$ cat config.mk
export PLATFORM = sky130hd
export DESIGN_NAME = tect_top
export DESIGN_NICKNAME = d
export VERILOG_FILES = /design/src/tect_pkg.sv /design/src/tect_top.sv
export VERILOG_INCLUDE_DIRS = /design/src
export SDC_FILE = /design/constraint.sdc
export NUM_CORES = 1
export LEC_CHECK = 0
export BUFFER_PORTS_ARGS = -buffer_cell sky130_fd_sc_hd__buf_4
export CAP_MARGIN = 20
export CORE_MARGIN = 5
export CORE_UTILIZATION = 35
export DETAILED_ROUTE_END_ITERATION = 6
export PLACE_DENSITY_LB_ADDON = 0.05
export SYNTH_ARGS = -nofsm -noshare
export SYNTH_HDL_FRONTEND = slang
export SYNTH_SLANG_ARGS = --single-unit
$ cat constraint.sdc
create_clock -name CLK -period 12.65 [get_ports CLK]
set_input_delay 1.8975 -clock CLK [delete_from_list [all_inputs] [get_ports CLK]]
set_output_delay 1.8975 -clock CLK [all_outputs]
set_load 0.03 [all_outputs]
$ cat src/tect_params.svh
// Register offsets, field positions, reset values and timing counts
// for the three-counter timer block. Definitions only.
`ifndef TECT_PARAMS_SVH
`define TECT_PARAMS_SVH

// Register indexes (printed offsets are indexes, address is four times)
`define TECT_IDX_C0_HIGH 8'h0c
`define TECT_IDX_C0_LOW 8'h0d
`define TECT_IDX_C0_CTRL 8'h0e
`define TECT_IDX_C1_HIGH 8'h0f
`define TECT_IDX_C1_LOW 8'h10
`define TECT_IDX_C1_CTRL 8'h11
`define TECT_IDX_C2_VALUE 8'h2c
`define TECT_IDX_C2_CTRL 8'h2d
`define TECT_IDX_FLAGS 8'h30

// Control field positions
`define TECT_PSC_LSB 0
`define TECT_EDGE_BIT 3
`define TECT_RUN_BIT 4
`define TECT_MODE_LSB 6

// Control reset value and writable bits per counter
`define TECT_CTRL_RESET 8'h08
`define TECT_CTRL_MASK_PSC 8'hdf
`define TECT_CTRL_MASK_NOPSC 8'hd8

// Flag register bit positions
`define TECT_FLAG0_BIT 5
`define TECT_FLAG1_BIT 6
`define TECT_FLAG2_BIT 4

// Fixed divider for the second counter's internal source
`define TECT_C1_DIV 4

// AXI responses
`define TECT_RESP_OKAY 2'b00
`define TECT_RESP_SLVERR 2'b10

`endif

$ cat src/tect_pkg.sv
// Types for the three-counter timer block.
// Assumes tect_params.svh supplies the numeric constants.
package tect_pkg;

    typedef enum logic [1:0]
    {
        MODE_UNUSED,
        MODE_EVENT,
        MODE_TIMER,
        MODE_PULSE
    } tect_mode_t;

    typedef struct packed
    {
        tect_mode_t mode;
        logic       spare;
        logic       run;
        logic       edge_sel;
        logic [2:0] psc;
    } tect_ctrl_t;

    typedef struct packed
    {
        logic        valid;
        logic [31:0] addr;
    } tect_req_t;

endpackage

$ cat src/tect_top.sv
// Three count-up timer/event counters with an AXI4-Lite register slave.
// Assumes the pins are synchronous-ish levels from the chip pads and
// that the bus master keeps valid and payload stable until taken.
// How it works
// RULE1 - Counter 0: 16 bits, system clock source
// RULE2 - Counter 1: 16 bits, clock divided four
// RULE3 - Counter 2: 8 bits, system clock source
// RULE4 - Low byte write fills buffer only
// RULE5 - High write moves both bytes, preload
// RULE6 - High read latches live low byte
// RULE7 - Low read returns the buffer
// RULE8 - Counter 2 write preloads, read live
// RULE9 - Control holds mode, run, edge
// RULE10 - Event mode counts pin edges
// RULE11 - Timer mode counts internal source
// RULE12 - Pulse mode counts during input level
// RULE13 - 16-bit counters run up to all ones
// RULE14 - 8-bit counter runs up to FFh
// RULE15 - Overflow reloads and sets own flag
// RULE16 - Pulse ends at level return, run cleared
// RULE17 - One measurement until run set again
// RULE18 - Pulse start needs an edge
// RULE19 - Pulse overflow reloads and flags too
// RULE20 - Mode codes 01 event, 10 timer, 11 pulse
// RULE21 - Event edge bit 1 falling, 0 rising
// RULE22 - Stopped counter loads with preload write
// RULE23 - Prescaler divides by 1 to 128
// RULE24 - Pin edges synchronized before use
//
// The AXI4-Lite interface to the registers is this design's own decision.
`timescale 1ns/10ps
`include "tect_params.svh"

module tect_top
    import tect_pkg::*;
#(
    parameter int CW0 = 16,
    parameter int CW2 = 8
)
(
    // Clock and reset
    input wire logic CLK,
    input wire logic RST,
    // Counter input pins
    input wire logic [2:0] CNT_PIN,
    // Counter values and overflow pulses seen by the chip
    output logic [CW0-1:0] COUNT0,
    output logic [CW0-1:0] COUNT1,
    output logic [CW2-1:0] COUNT2,
    output logic [2:0] OVERFLOW,
    // AXI4-Lite write address
    input wire logic AWVALID,
    output logic AWREADY,
    input wire logic [31:0] AWADDR,
    // AXI4-Lite write data
    input wire logic WVALID,
    output logic WREADY,
    input wire logic [31:0] WDATA,
    input wire logic [3:0] WSTRB,
    // AXI4-Lite write response
    output logic BVALID,
    input wire logic BREADY,
    output logic [1:0] BRESP,
    // AXI4-Lite read address
    input wire logic ARVALID,
    output logic ARREADY,
    input wire logic [31:0] ARADDR,
    // AXI4-Lite read data
    output logic RVALID,
    input wire logic RREADY,
    output logic [31:0] RDATA,
    output logic [1:0] RRESP
);

    // ------------------------------------------------------------
    // Address decode
    // ------------------------------------------------------------
    localparam int NREG = 9;

    // Returns a one-hot register select, zero when unmapped
    function automatic logic [NREG-1:0] decode(input logic [31:0] a);
        logic [NREG-1:0] s;
        s = '0;
        if (a[1:0] == 2'b00 && a[31:10] == 22'h00_0000)
        begin
            case (a[9:2])
                `TECT_IDX_C0_HIGH: s[0] = 1'b1;
                `TECT_IDX_C0_LOW: s[1] = 1'b1;
                `TECT_IDX_C0_CTRL: s[2] = 1'b1;
                `TECT_IDX_C1_HIGH: s[3] = 1'b1;
                `TECT_IDX_C1_LOW: s[4] = 1'b1;
                `TECT_IDX_C1_CTRL: s[5] = 1'b1;
                `TECT_IDX_C2_VALUE: s[6] = 1'b1;
                `TECT_IDX_C2_CTRL: s[7] = 1'b1;
                `TECT_IDX_FLAGS: s[8] = 1'b1;
                default: s = '0;
            endcase
        end
        return s;
    endfunction

    // ------------------------------------------------------------
    // Write channel
    // ------------------------------------------------------------
    tect_req_t aw_q;
    logic w_have_q;
    logic [7:0] wbyte_q;
    logic wlane_q;
    logic [NREG-1:0] wsel;
    logic wr_go;

    assign wsel = decode(aw_q.addr);
    assign wr_go = aw_q.valid && w_have_q && !BVALID;

    always_ff @(posedge CLK or posedge RST)
    begin
        if (RST)
        begin
            aw_q <= '0;
            w_have_q <= 1'b0;
            wbyte_q <= 8'h00;
            wlane_q <= 1'b0;
            AWREADY <= 1'b0;
            WREADY <= 1'b0;
            BVALID <= 1'b0;
            BRESP <= `TECT_RESP_OKAY;
        end
        else
        begin
            AWREADY <= !aw_q.valid && !AWREADY && !BVALID;
            WREADY <= !w_have_q && !WREADY && !BVALID;
            if (AWVALID && AWREADY)
            begin
                aw_q.valid <= 1'b1;
                aw_q.addr <= AWADDR;
            end
            if (WVALID && WREADY)
            begin
                w_have_q <= 1'b1;
                wbyte_q <= WDATA[7:0];
                wlane_q <= WSTRB[0];
            end
            if (wr_go)
            begin
                aw_q.valid <= 1'b0;
                w_have_q <= 1'b0;
                BVALID <= 1'b1;
                BRESP <= (wsel == '0) ? `TECT_RESP_SLVERR
                                      : `TECT_RESP_OKAY;
            end
            else if (BVALID && BREADY)
            begin
                BVALID <= 1'b0;
            end
        end
    end

    // Byte lane 0 must be enabled for a register to change
    logic [NREG-1:0] wr_hit;
    assign wr_hit = (wr_go && wlane_q) ? wsel : '0;

    // ------------------------------------------------------------
    // Read channel
    // ------------------------------------------------------------
    logic [NREG-1:0] rsel;
    logic rd_go;

    assign rsel = decode(ARADDR);
    assign rd_go = ARVALID && ARREADY;

    // ------------------------------------------------------------
    // Prescaler and input synchronisers
    // ------------------------------------------------------------
    logic [6:0] psc_q;
    logic [1:0] div4_q;
    logic [2:0] pin_s1_q;
    logic [2:0] pin_s2_q;
    logic [2:0] pin_s3_q;

    always_ff @(posedge CLK or posedge RST)
    begin
        if (RST)
        begin
            psc_q <= 7'h00;
            div4_q <= 2'h0;
        end
        else
        begin
            psc_q <= psc_q + 7'h01;
            div4_q <= div4_q + 2'h1;
        end
    end

    // RULE24 synchronise pin inputs
    always_ff @(posedge CLK or posedge RST)
    begin
        if (RST)
        begin
            pin_s1_q <= 3'h0;
            pin_s2_q <= 3'h0;
            pin_s3_q <= 3'h0;
        end
        else
        begin
            pin_s1_q <= CNT_PIN;
            pin_s2_q <= pin_s1_q;
            pin_s3_q <= pin_s2_q;
        end
    end

    // RULE23 prescaler tap enable
    function automatic logic psc_tick(input logic [2:0] code,
                                      input logic [6:0] cnt);
        logic [6:0] m;
        m = 7'(8'h01 << code) - 7'h01;
        return (cnt & m) == m;
    endfunction

    // ------------------------------------------------------------
    // Counters
    // ------------------------------------------------------------
    tect_ctrl_t ctrl_q [3];
    logic [15:0] cnt_q [3];
    logic [15:0] pre_q [3];
    logic [7:0] lowbuf_q [2];
    logic [2:0] flag_q;
    logic [2:0] armed_q;
    logic [2:0] tick;
    logic [2:0] pin_rise;
    logic [2:0] pin_fall;

    assign pin_rise = pin_s2_q & ~pin_s3_q;
    assign pin_fall = ~pin_s2_q & pin_s3_q;

    // Register index for each counter's value, low, control
    localparam int HI_IDX [3] = '{0, 3, 6};
    localparam int CT_IDX [3] = '{2, 5, 7};
    localparam logic [15:0] TOP [3] = '{16'hffff, 16'hffff, 16'h00ff};
    localparam logic [7:0] CMASK [3] =
        '{`TECT_CTRL_MASK_PSC, `TECT_CTRL_MASK_NOPSC, `TECT_CTRL_MASK_PSC};
    localparam int FBIT [3] =
        '{`TECT_FLAG0_BIT, `TECT_FLAG1_BIT, `TECT_FLAG2_BIT};

    genvar g;
    generate
        for (g = 0; g < 3; g++)
        begin : gen_cnt
            logic isrc;
            logic active;
            logic level_on;
            logic edge_in;
            logic wr_val;

            // RULE1 counter 0 internal source
            // RULE3 counter 2 internal source
            // RULE2 counter 1 divided by four
            if (g == 1)
            begin : gen_div
                assign isrc = (div4_q == 2'(`TECT_C1_DIV - 1));
            end
            else
            begin : gen_psc
                assign isrc = psc_tick(ctrl_q[g].psc, psc_q);
            end

            // RULE21 event edge select
            assign edge_in = ctrl_q[g].edge_sel ? pin_fall[g] : pin_rise[g];
            assign level_on = (pin_s2_q[g] == ctrl_q[g].edge_sel);
            assign wr_val = wr_hit[HI_IDX[g]];

            // RULE20 mode decode
            always_comb
            begin
                active = 1'b0;
                case (ctrl_q[g].mode)
                    // RULE10 event source is the pin
                    MODE_EVENT: active = ctrl_q[g].run && edge_in;
                    // RULE11 timer counts internal ticks
                    MODE_TIMER: active = ctrl_q[g].run && isrc;
                    // RULE12 count while level persists
                    MODE_PULSE: active = armed_q[g] && level_on && isrc;
                    default: active = 1'b0;
                endcase
            end
            assign tick[g] = active;

            // RULE9 control register
            always_ff @(posedge CLK or posedge RST)
            begin
                if (RST)
                begin
                    ctrl_q[g] <= tect_ctrl_t'(`TECT_CTRL_RESET);
                    armed_q[g] <= 1'b0;
                end
                else if (wr_hit[CT_IDX[g]])
                begin
                    ctrl_q[g] <= tect_ctrl_t'(wbyte_q & CMASK[g]);
                    armed_q[g] <= 1'b0;
                end
                else if (ctrl_q[g].mode == MODE_PULSE && ctrl_q[g].run)
                begin
                    // RULE18 start only on an edge
                    if (!armed_q[g] && (ctrl_q[g].edge_sel ? pin_rise[g]
                                                           : pin_fall[g]))
                    begin
                        armed_q[g] <= 1'b1;
                    end
                    // RULE16 stop and clear run
                    // RULE17 single measurement
                    else if (armed_q[g] && !level_on)
                    begin
                        armed_q[g] <= 1'b0;
                        ctrl_q[g].run <= 1'b0;
                    end
                end
            end

            // RULE13 RULE14 count up to terminal
            // RULE15 RULE19 overflow reloads
            // RULE22 load when stopped
            always_ff @(posedge CLK or posedge RST)
            begin
                if (RST)
                begin
                    cnt_q[g] <= 16'h0000;
                    pre_q[g] <= 16'h0000;
                end
                else
                begin
                    if (wr_val)
                    begin
                        // RULE5 RULE8 preload on value write
                        if (g == 2)
                        begin
                            pre_q[g] <= {8'h00, wbyte_q};
                        end
                        else
                        begin
                            pre_q[g] <= {wbyte_q, lowbuf_q[g == 1]};
                        end
                    end
                    if (wr_val && !ctrl_q[g].run)
                    begin
                        if (g == 2)
                        begin
                            cnt_q[g] <= {8'h00, wbyte_q};
                        end
                        else
                        begin
                            cnt_q[g] <= {wbyte_q, lowbuf_q[g == 1]};
                        end
                    end
                    else if (tick[g])
                    begin
                        if (cnt_q[g] == TOP[g])
                        begin
                            cnt_q[g] <= pre_q[g];
                        end
                        else
                        begin
                            cnt_q[g] <= cnt_q[g] + 16'h0001;
                        end
                    end
                end
            end

            // RULE15 overflow flag, set wins
            always_ff @(posedge CLK or posedge RST)
            begin
                if (RST)
                begin
                    flag_q[g] <= 1'b0;
                end
                else if (tick[g] && cnt_q[g] == TOP[g])
                begin
                    flag_q[g] <= 1'b1;
                end
                else if (wr_hit[8] && wbyte_q[FBIT[g]])
                begin
                    flag_q[g] <= 1'b0;
                end
            end
        end
    endgenerate

    // RULE4 low write fills buffer
    // RULE6 high read latches low byte
    generate
        for (g = 0; g < 2; g++)
        begin : gen_buf
            always_ff @(posedge CLK or posedge RST)
            begin
                if (RST)
                begin
                    lowbuf_q[g] <= 8'h00;
                end
                else if (rd_go && rsel[HI_IDX[g]])
                begin
                    lowbuf_q[g] <= cnt_q[g][7:0];
                end
                else if (wr_hit[HI_IDX[g] + 1])
                begin
                    lowbuf_q[g] <= wbyte_q;
                end
            end
        end
    endgenerate

    // ------------------------------------------------------------
    // Read data and outputs
    // ------------------------------------------------------------
    logic [7:0] rd_byte;
    always_comb
    begin
        rd_byte = 8'h00;
        case (1'b1)
            rsel[0]: rd_byte = cnt_q[0][15:8];
            // RULE7 low read from buffer
            rsel[1]: rd_byte = lowbuf_q[0];
            rsel[2]: rd_byte = ctrl_q[0];
            rsel[3]: rd_byte = cnt_q[1][15:8];
            rsel[4]: rd_byte = lowbuf_q[1];
            rsel[5]: rd_byte = ctrl_q[1];
            // RULE8 read live counter 2
            rsel[6]: rd_byte = cnt_q[2][7:0];
            rsel[7]: rd_byte = ctrl_q[2];
            rsel[8]: rd_byte = 8'((flag_q[0] << `TECT_FLAG0_BIT)
                                | (flag_q[1] << `TECT_FLAG1_BIT)
                                | (flag_q[2] << `TECT_FLAG2_BIT));
            default: rd_byte = 8'h00;
        endcase
    end

    always_ff @(posedge CLK or posedge RST)
    begin
        if (RST)
        begin
            ARREADY <= 1'b0;
            RVALID <= 1'b0;
            RDATA <= 32'h0000_0000;
            RRESP <= `TECT_RESP_OKAY;
        end
        else
        begin
            ARREADY <= !RVALID && !ARREADY;
            if (rd_go)
            begin
                RVALID <= 1'b1;
                RDATA <= {24'h00_0000, rd_byte};
                RRESP <= (rsel == '0) ? `TECT_RESP_SLVERR
                                      : `TECT_RESP_OKAY;
            end
            else if (RVALID && RREADY)
            begin
                RVALID <= 1'b0;
            end
        end
    end

    // Registered copies so every output leaves a flip-flop
    always_ff @(posedge CLK or posedge RST)
    begin
        if (RST)
        begin
            COUNT0 <= '0;
            COUNT1 <= '0;
            COUNT2 <= '0;
            OVERFLOW <= 3'h0;
        end
        else
        begin
            COUNT0 <= cnt_q[0][CW0-1:0];
            COUNT1 <= cnt_q[1][CW0-1:0];
            COUNT2 <= cnt_q[2][CW2-1:0];
            OVERFLOW <= {tick[2] && cnt_q[2] == TOP[2],
                         tick[1] && cnt_q[1] == TOP[1],
                         tick[0] && cnt_q[0] == TOP[0]};
        end
    end

endmodule

==> results of run 1 <==
[worst max path at each step]
stage | slack [ns] | from | cells after the start | endpoint
after global placement | 7.79 | ARADDR[21] | 8 | lowbuf_q[3]
after floorplan | 3.97 | RST | 1 | ARREADY
after global routing | 8.12 | ARADDR[1] | 8 | lowbuf_q[7]
final | 8.37 | ARADDR[1] | 8 | lowbuf_q[3]
after CTS | 8.37 | ARADDR[1] | 8 | lowbuf_q[3]
after detailed placement | 7.79 | ARADDR[1] | 8 | lowbuf_q[3]
[Yosys cell counts, types with 13 or more instances]
cell,n,area share (%)
nor4_1,22,1.2
mux2i_1,31,2.7
a31oi_1,15,0.81
nand3_1,41,1.8
nor3_1,16,0.69
clkbuf_1,38,1.2
inv_1,28,0.90
nand2_1,108,3.5
a21oi_1,68,2.9
nand4_1,18,0.97
dfrtp_1,244,52
nor2_1,76,2.4
mux2_2,87,8.4
o21ai_0,80,3.4
buf_4,28,1.8
and3_1,13,0.70
[layout make-up]
class | count | area [µm²] | share of cell area, %
clock buffers | 44 | 852 | 6.11
clock inverters | 5 | 75.1 | 0.539
inverters | 28 | 113 | 0.808
multi-input cells | 776 | 5030 | 36.1
flip-flops and latches | 247 | 6180 | 44.4
well taps | 442 | 553 | 3.97
repair buffers | 148 | 1130 | 8.14
[layer usage]
| layer | global-route usage [%] | wire length, µm | vias up |
|---|---|---|---|
| li1 | - | - | 4222 |
| met4 | 3.84 | 697 | 0 |
| met2 | 29.8 | 15900 | 224 |
| met5 | 0 | 0 | - |
| met1 | 26.1 | 15900 | 4402 |
| met3 | 2.98 | 1840 | 41 |
[cell families after synthesis]
logic type,after synthesis
muxes,124
and+or+nand+nor,358
xor gates and xnor gates,12
other,1
buffers and inverters,109
DFF,247
AOI/OAI and AO/OA,251
adders and majority gates,5
[registers in the layout, summed over array words and instances (netlist names), 7 cells and up]
register  count
RDATA         8
COUNT1       16
cnt_q        48
pre_q        40
lowbuf_q     16
COUNT0       16
ctrl_q       18
wbyte_q       8
psc_q         7
aw_q         33
COUNT2        8
[worst register-to-register path, stage by stage (launching register included)]
cell     delay [ns]
dfrtp_1        0.37
nor4_1         0.37
nand4_1        0.24
or2_4          0.34
or4_4          0.73
nor2_8         0.41
mux2_2         0.39
[through the flow]
step,setup slack (ns),instance area (µm²),std cells
CTS,8.37,13900,1688
global placement,7.79,13000,1639
global route,8.12,13900,1690
finish,8.37,13900,1690
detailed placement,7.79,13000,1639
floorplan,3.97,11700,1132
[where the power goes]
group	switching, µW	total (µW)	internal, µW
registers	134	1010	876
logic	151	275	124
clock network	319	817	498
==> out/metrics.cfg, run 1 <==
[final_layout]
final_layout_size_suffix_gt1_share_pct=24.4
insertedDiodeCount=0
final_common_cell=dfrtp_1
syn2layout_area_growth_pct=19.7
mostFrequentLayoutCells=244 x dfrtp_1, 146 x buf_4, 108 x nand2_1
fill_cells=3183
num-nets-final=1345
finalCoreUtilization_pct=42.6

[synth]
synth_top_family_by_area=simple AND/OR/NAND/NOR gates
ys_ff_latch=247
synth_compound_area_share_pct=13.2
ys.flop_type=dfrtp_1
syn_area_um2=11600
muxShareOfSynthArea_pct=11.8
synthSimpleGateAreaFrac_pct=15.8
synth_cell_type_count=75
synth-edff-count=0
synthCells=1107
yosys_warnings=0
synth_xor_xnor_area_share_pct=0.902
postSynthAreaPerCell_um2=10.5
synthAdderAreaFrac_pct=0.537
ys_async_sr_fraction_pct=100
ys_seq_area_share_pct=53.1

[placement]
port_buffers=140
place_congestion=0.824
hpwl_mm=23.4

[drt]
dr_total_vias=8889
drt_first_iter_violations=651
ant_nets=0
routed_wl_mm=34.4
drc=0
wl_per_cell_um=20.3
viasPerCell=5.26
firstDrtPassIters=5

[floorplan]
pin_count=194
die_x_um=192
dieArea_um2=37000
initial_core_util_pct=35.6
fp.coreArea_um2=32700
rows=66
die_h_um=192

[critical_path]
cp.required_ns=13.05
r2r_start=aw_q[21]
r2r-end=cnt_q[27]
crit_path_frequent_cell=nor2_1
r2r_slack_ns=9.70
crit_type=in2reg
cp-end-kind=flip-flop
crit_fanout=16
slowest_delay_ns=0.81
slowest_stage=nor2_1
worst_path_dominant_cell_family=simple AND/OR/NAND/NOR gates
crit_arrival_ns=4.68
r2r_cells=6
crit_chain=buf_4 > nor4_1 > nand4_1 > nor2_1 > and4b_1 > nand2_1 > nor2_1 > a21oi_1
crit_buf_inv=1
critPathLaunchType=input pin

[cts]
clk_latency_ns=0.55
clockBufferDepth=3
cts.clk_slew.worst_paths_ns=0.06
cts_tree=done
postCtsHoldBufs=0
cts_buffers=29
cts-root-buf=clkbuf_16
cts.sinks=247
post_cts_buffers=0
h-tree-depth=1
cts_resized=0

[grt]
grt_pass1_wl_mm=53.1
antenna_found_initial=0
grt_max_degree=109
grt_pass1_vias=8890
grtUsageTotal_pct=18.4
grt-ovfl-total=0

[power]
ir_drop_mv=0.125
leakagePower_uw=0.00634
p_per_area_nw_per_um2=151
power_uw=2100

[timing]
maxClockFrequency_ghz=0.234
finalCritPeriodShare_pct=33.8
slew-limit-headroom_pct=35.0
worst_slew_pin_slew_ns=0.972
fin_crit_ns=4.28
rsz0062_at_grt=no
timing.final.hold_violations=0
drv_slew=0
fin_hold_ws_ns=0.347
finalSetupTns_ns=0
skew_ns=0.0249
setup_viol=0

[run_status]
status=finished, final reports clean

[hold_path]
worstHoldStart=pin_s1_q[2]
hold_path_depth=0
hp-class=reg2reg
whs_endpoint=pin_s2_q[2]

[run]
maxCapViolations=0

(Power assumes the default switching activity.)
==> run 2: changes to the inputs <==
--- a/config.mk
+++ b/config.mk
@@ -6,6 +6,7 @@
 export SDC_FILE = /design/constraint.sdc
 export NUM_CORES = 1
 export LEC_CHECK = 0
+export ABC_AREA = 1
 export BUFFER_PORTS_ARGS = -buffer_cell sky130_fd_sc_hd__buf_4
 export CAP_MARGIN = 20
 export CORE_MARGIN = 5
==> constraint.sdc (replaced) <==
create_clock -name CLK -period 3.6 [get_ports CLK]
set_input_delay 0.54 -clock CLK [delete_from_list [all_inputs] [get_ports CLK]]
set_output_delay 0.54 -clock CLK [all_outputs]
set_load 0.03 [all_outputs]
==> out/metrics.cfg, run 2 <==
[grt]
grt-ovfl-total=0
grt_pass1_vias=10200
antenna_found_initial=0
grt_pass1_wl_mm=58.6
grtUsageTotal_pct=19.0
grt_max_degree=65

[cts]
cts_buffers=29
clockBufferDepth=3
cts_tree=done
postCtsHoldBufs=0
cts-root-buf=clkbuf_16
h-tree-depth=1
cts.clk_slew.worst_paths_ns=0.06
post_cts_buffers=0
clk_latency_ns=0.55
cts_resized=0
cts.sinks=247

[timing]
worst_slew_pin_slew_ns=0.934
finalCritPeriodShare_pct=76.7
slew-limit-headroom_pct=37.3
finalSetupTns_ns=0
rsz0062_at_grt=no
timing.final.hold_violations=0
maxClockFrequency_ghz=0.362
fin_crit_ns=2.76
skew_ns=0.0170
setup_viol=0
drv_slew=0

[placement]
placed_cells=2096
port_buffers=140
hpwl_mm=26.4
postPlaceCellArea_um2=13600
place_congestion=0.860

[critical_path]
crit_type=reg2reg
cp.required_ns=4.04
crit_fanout=25
critPathLaunchType=flip-flop
crit_arrival_ns=3.20
cp-end-kind=flip-flop

[floorplan]
die_x_um=196
dieArea_um2=38500
rows=68
die_h_um=196
initial_core_util_pct=35.3
fp.coreArea_um2=34400
pin_count=194

[final_layout]
final_cells=2149
syn2layout_area_growth_pct=21.3
final_layout_size_suffix_gt1_share_pct=14.1
largest_register_ffs=48
num-nets-final=1787
regMostFlops=cnt_q
final_area_um2=14700
finalCoreUtilization_pct=42.8
fill_cells=3540
mostFrequentLayoutCells=487 x nand2_1, 244 x dfrtp_1, 159 x o21ai_0
final_common_cell=nand2_1
largest_registers=cnt_q (48), pre_q (40), aw_q (33)

[synth]
synth-edff-count=0
synth_cell_type_count=46
yosysTopAreaCellShare_pct=50.3
ys_ff_latch=247
ys.flop_type=dfrtp_1
yosys_warnings=0
netlist_top_cells_area=dfrtp_1 50%, nand2_1 15%, o21ai_0 6.6%
postSynthAreaPerCell_um2=7.95
syn_area_um2=12100
synthMostInstantiatedCell=nand2_1
ys_seq_area_share_pct=51.0
ys_async_sr_fraction_pct=100
synthCells=1527
synth_common_cells=487 x nand2_1, 244 x dfrtp_1, 159 x o21ai_0
yosys.area.top_type=dfrtp_1

[power]
switching_share_pct=28.9
p_comb_share_pct=15.4
ir_drop_mv=0.346
leakagePower_uw=0.00722
p_per_area_nw_per_um2=525
seqPwrFrac_pct=42.0
clkPwrFrac_pct=42.6
power_uw=7740
internal_power_uw=5500
switching_power_uw=2230

[drt]
firstDrtPassIters=5
routed_wl_mm=37.0
wl_per_cell_um=17.2
drc=0
viasPerCell=4.81
ant_nets=0
dr_total_vias=10300
drt_first_iter_violations=768

[run_status]
status=finished, final reports clean

[hold_path]
hp-class=in2reg

[run]
maxCapViolations=0

run 2: cell types whose count changed after synthesis, sizes merged, moves of 11 or more:
cell,change
mux2i,-31
clkbuf,-12
o21ai,+88
nand3,+87
xor2,+25
a21oi,-43
a31oi,-11
nor2,+33
inv,+109
mux2,-93
nor4,-12
nand2,+382
run 2: logic make-up (layout without fill, tap and decap cells):
group | count (synthesis) | after routing | synth area share (%)
simple gates | 809 | 809 | 28.5
flops | 247 | 247 | 51.0
compound gates | 218 | 218 | 9.60
buf+inv | 210 | 351 | 7.72
xor+xnor | 37 | 37 | 2.67
fa+ha+maj | 5 | 5 | 0.515
other cells | 1 | 27 | 0.0309
run 2: power by group through the flow:
| stage | Combinational (µW) | Sequential, µW | Clock (µW) |
|---|---|---|---|
| 6_report | 1190 | 3250 | 3290 |
| 5_1_grt | 1360 | 3290 | 3500 |
| 4_1_cts | 1220 | 3250 | 3390 |
| 3_5_place_dp | 1210 | 3300 | 0 |
| 3_3_place_gp | 1200 | 3300 | 0 |
| 2_1_floorplan | 690 | 3300 | 0 |
run 2: per-stage QoR:
stage	setup slack (ns)	hold WS, ns
6_report	0.838	0.0986
5_1_grt	0.482	0.0806
4_1_cts	0.773	0.0726
3_5_place_dp	0.770	0.335
3_3_place_gp	0.775	0.335
2_1_floorplan	-0.183	0.331
run 2: cell type report:
cell class	instances	area (µm²)	area share [%]
sequential	247	6180	42.0
multi-input combinational	1095	5110	34.7
timing repair buffer	157	1230	8.35
clock buffer	41	881	5.98
tap	455	569	3.87
inverter	142	538	3.65
clock inverter	11	209	1.42
antenna	1	2.50	0.0170
run 2: worst max-delay path: stages, from the launching register on:
cell and delay, ns:
dfrtp_1 0.37, or2_0 0.23, nor4_2 0.31, nand2_2 0.20, inv_2 0.26, nand3_4 0.23, inv_2 0.11, nand2_2 0.27
nand2_2 0.36, inv_2 0.16, nand2_1 0.09, nand2_1 0.05
run 2: worst paths after layout:
path	startpoint	endpoint	slack [ns]	depth (start not counted)
setup / recovery	aw_q[15]	cnt_q[3]	0.84	11
setup reg to reg	aw_q[15]	cnt_q[3]	0.84	11
min in group asynchronous	RST	pin_s1_q[1]	0.15	2
hold reg to reg	pin_s1_q[2]	pin_s2_q[2]	0.35	0
max in group asynchronous	RST	ctrl_q[19]	2.60	3
hold / removal	CNT_PIN[0]	pin_s1_q[0]	0.1	1
run 2: per-layer routing:
metal | up-vias | GRT usage (%) | wire [µm]
li1 | 5196 | - | -
met1 | 4869 | 27.5 | 17500
met2 | 230 | 30.4 | 17000
met3 | 49 | 2.46 | 1700
met4 | 0 | 4.40 | 756
met5 | - | 0 | 0
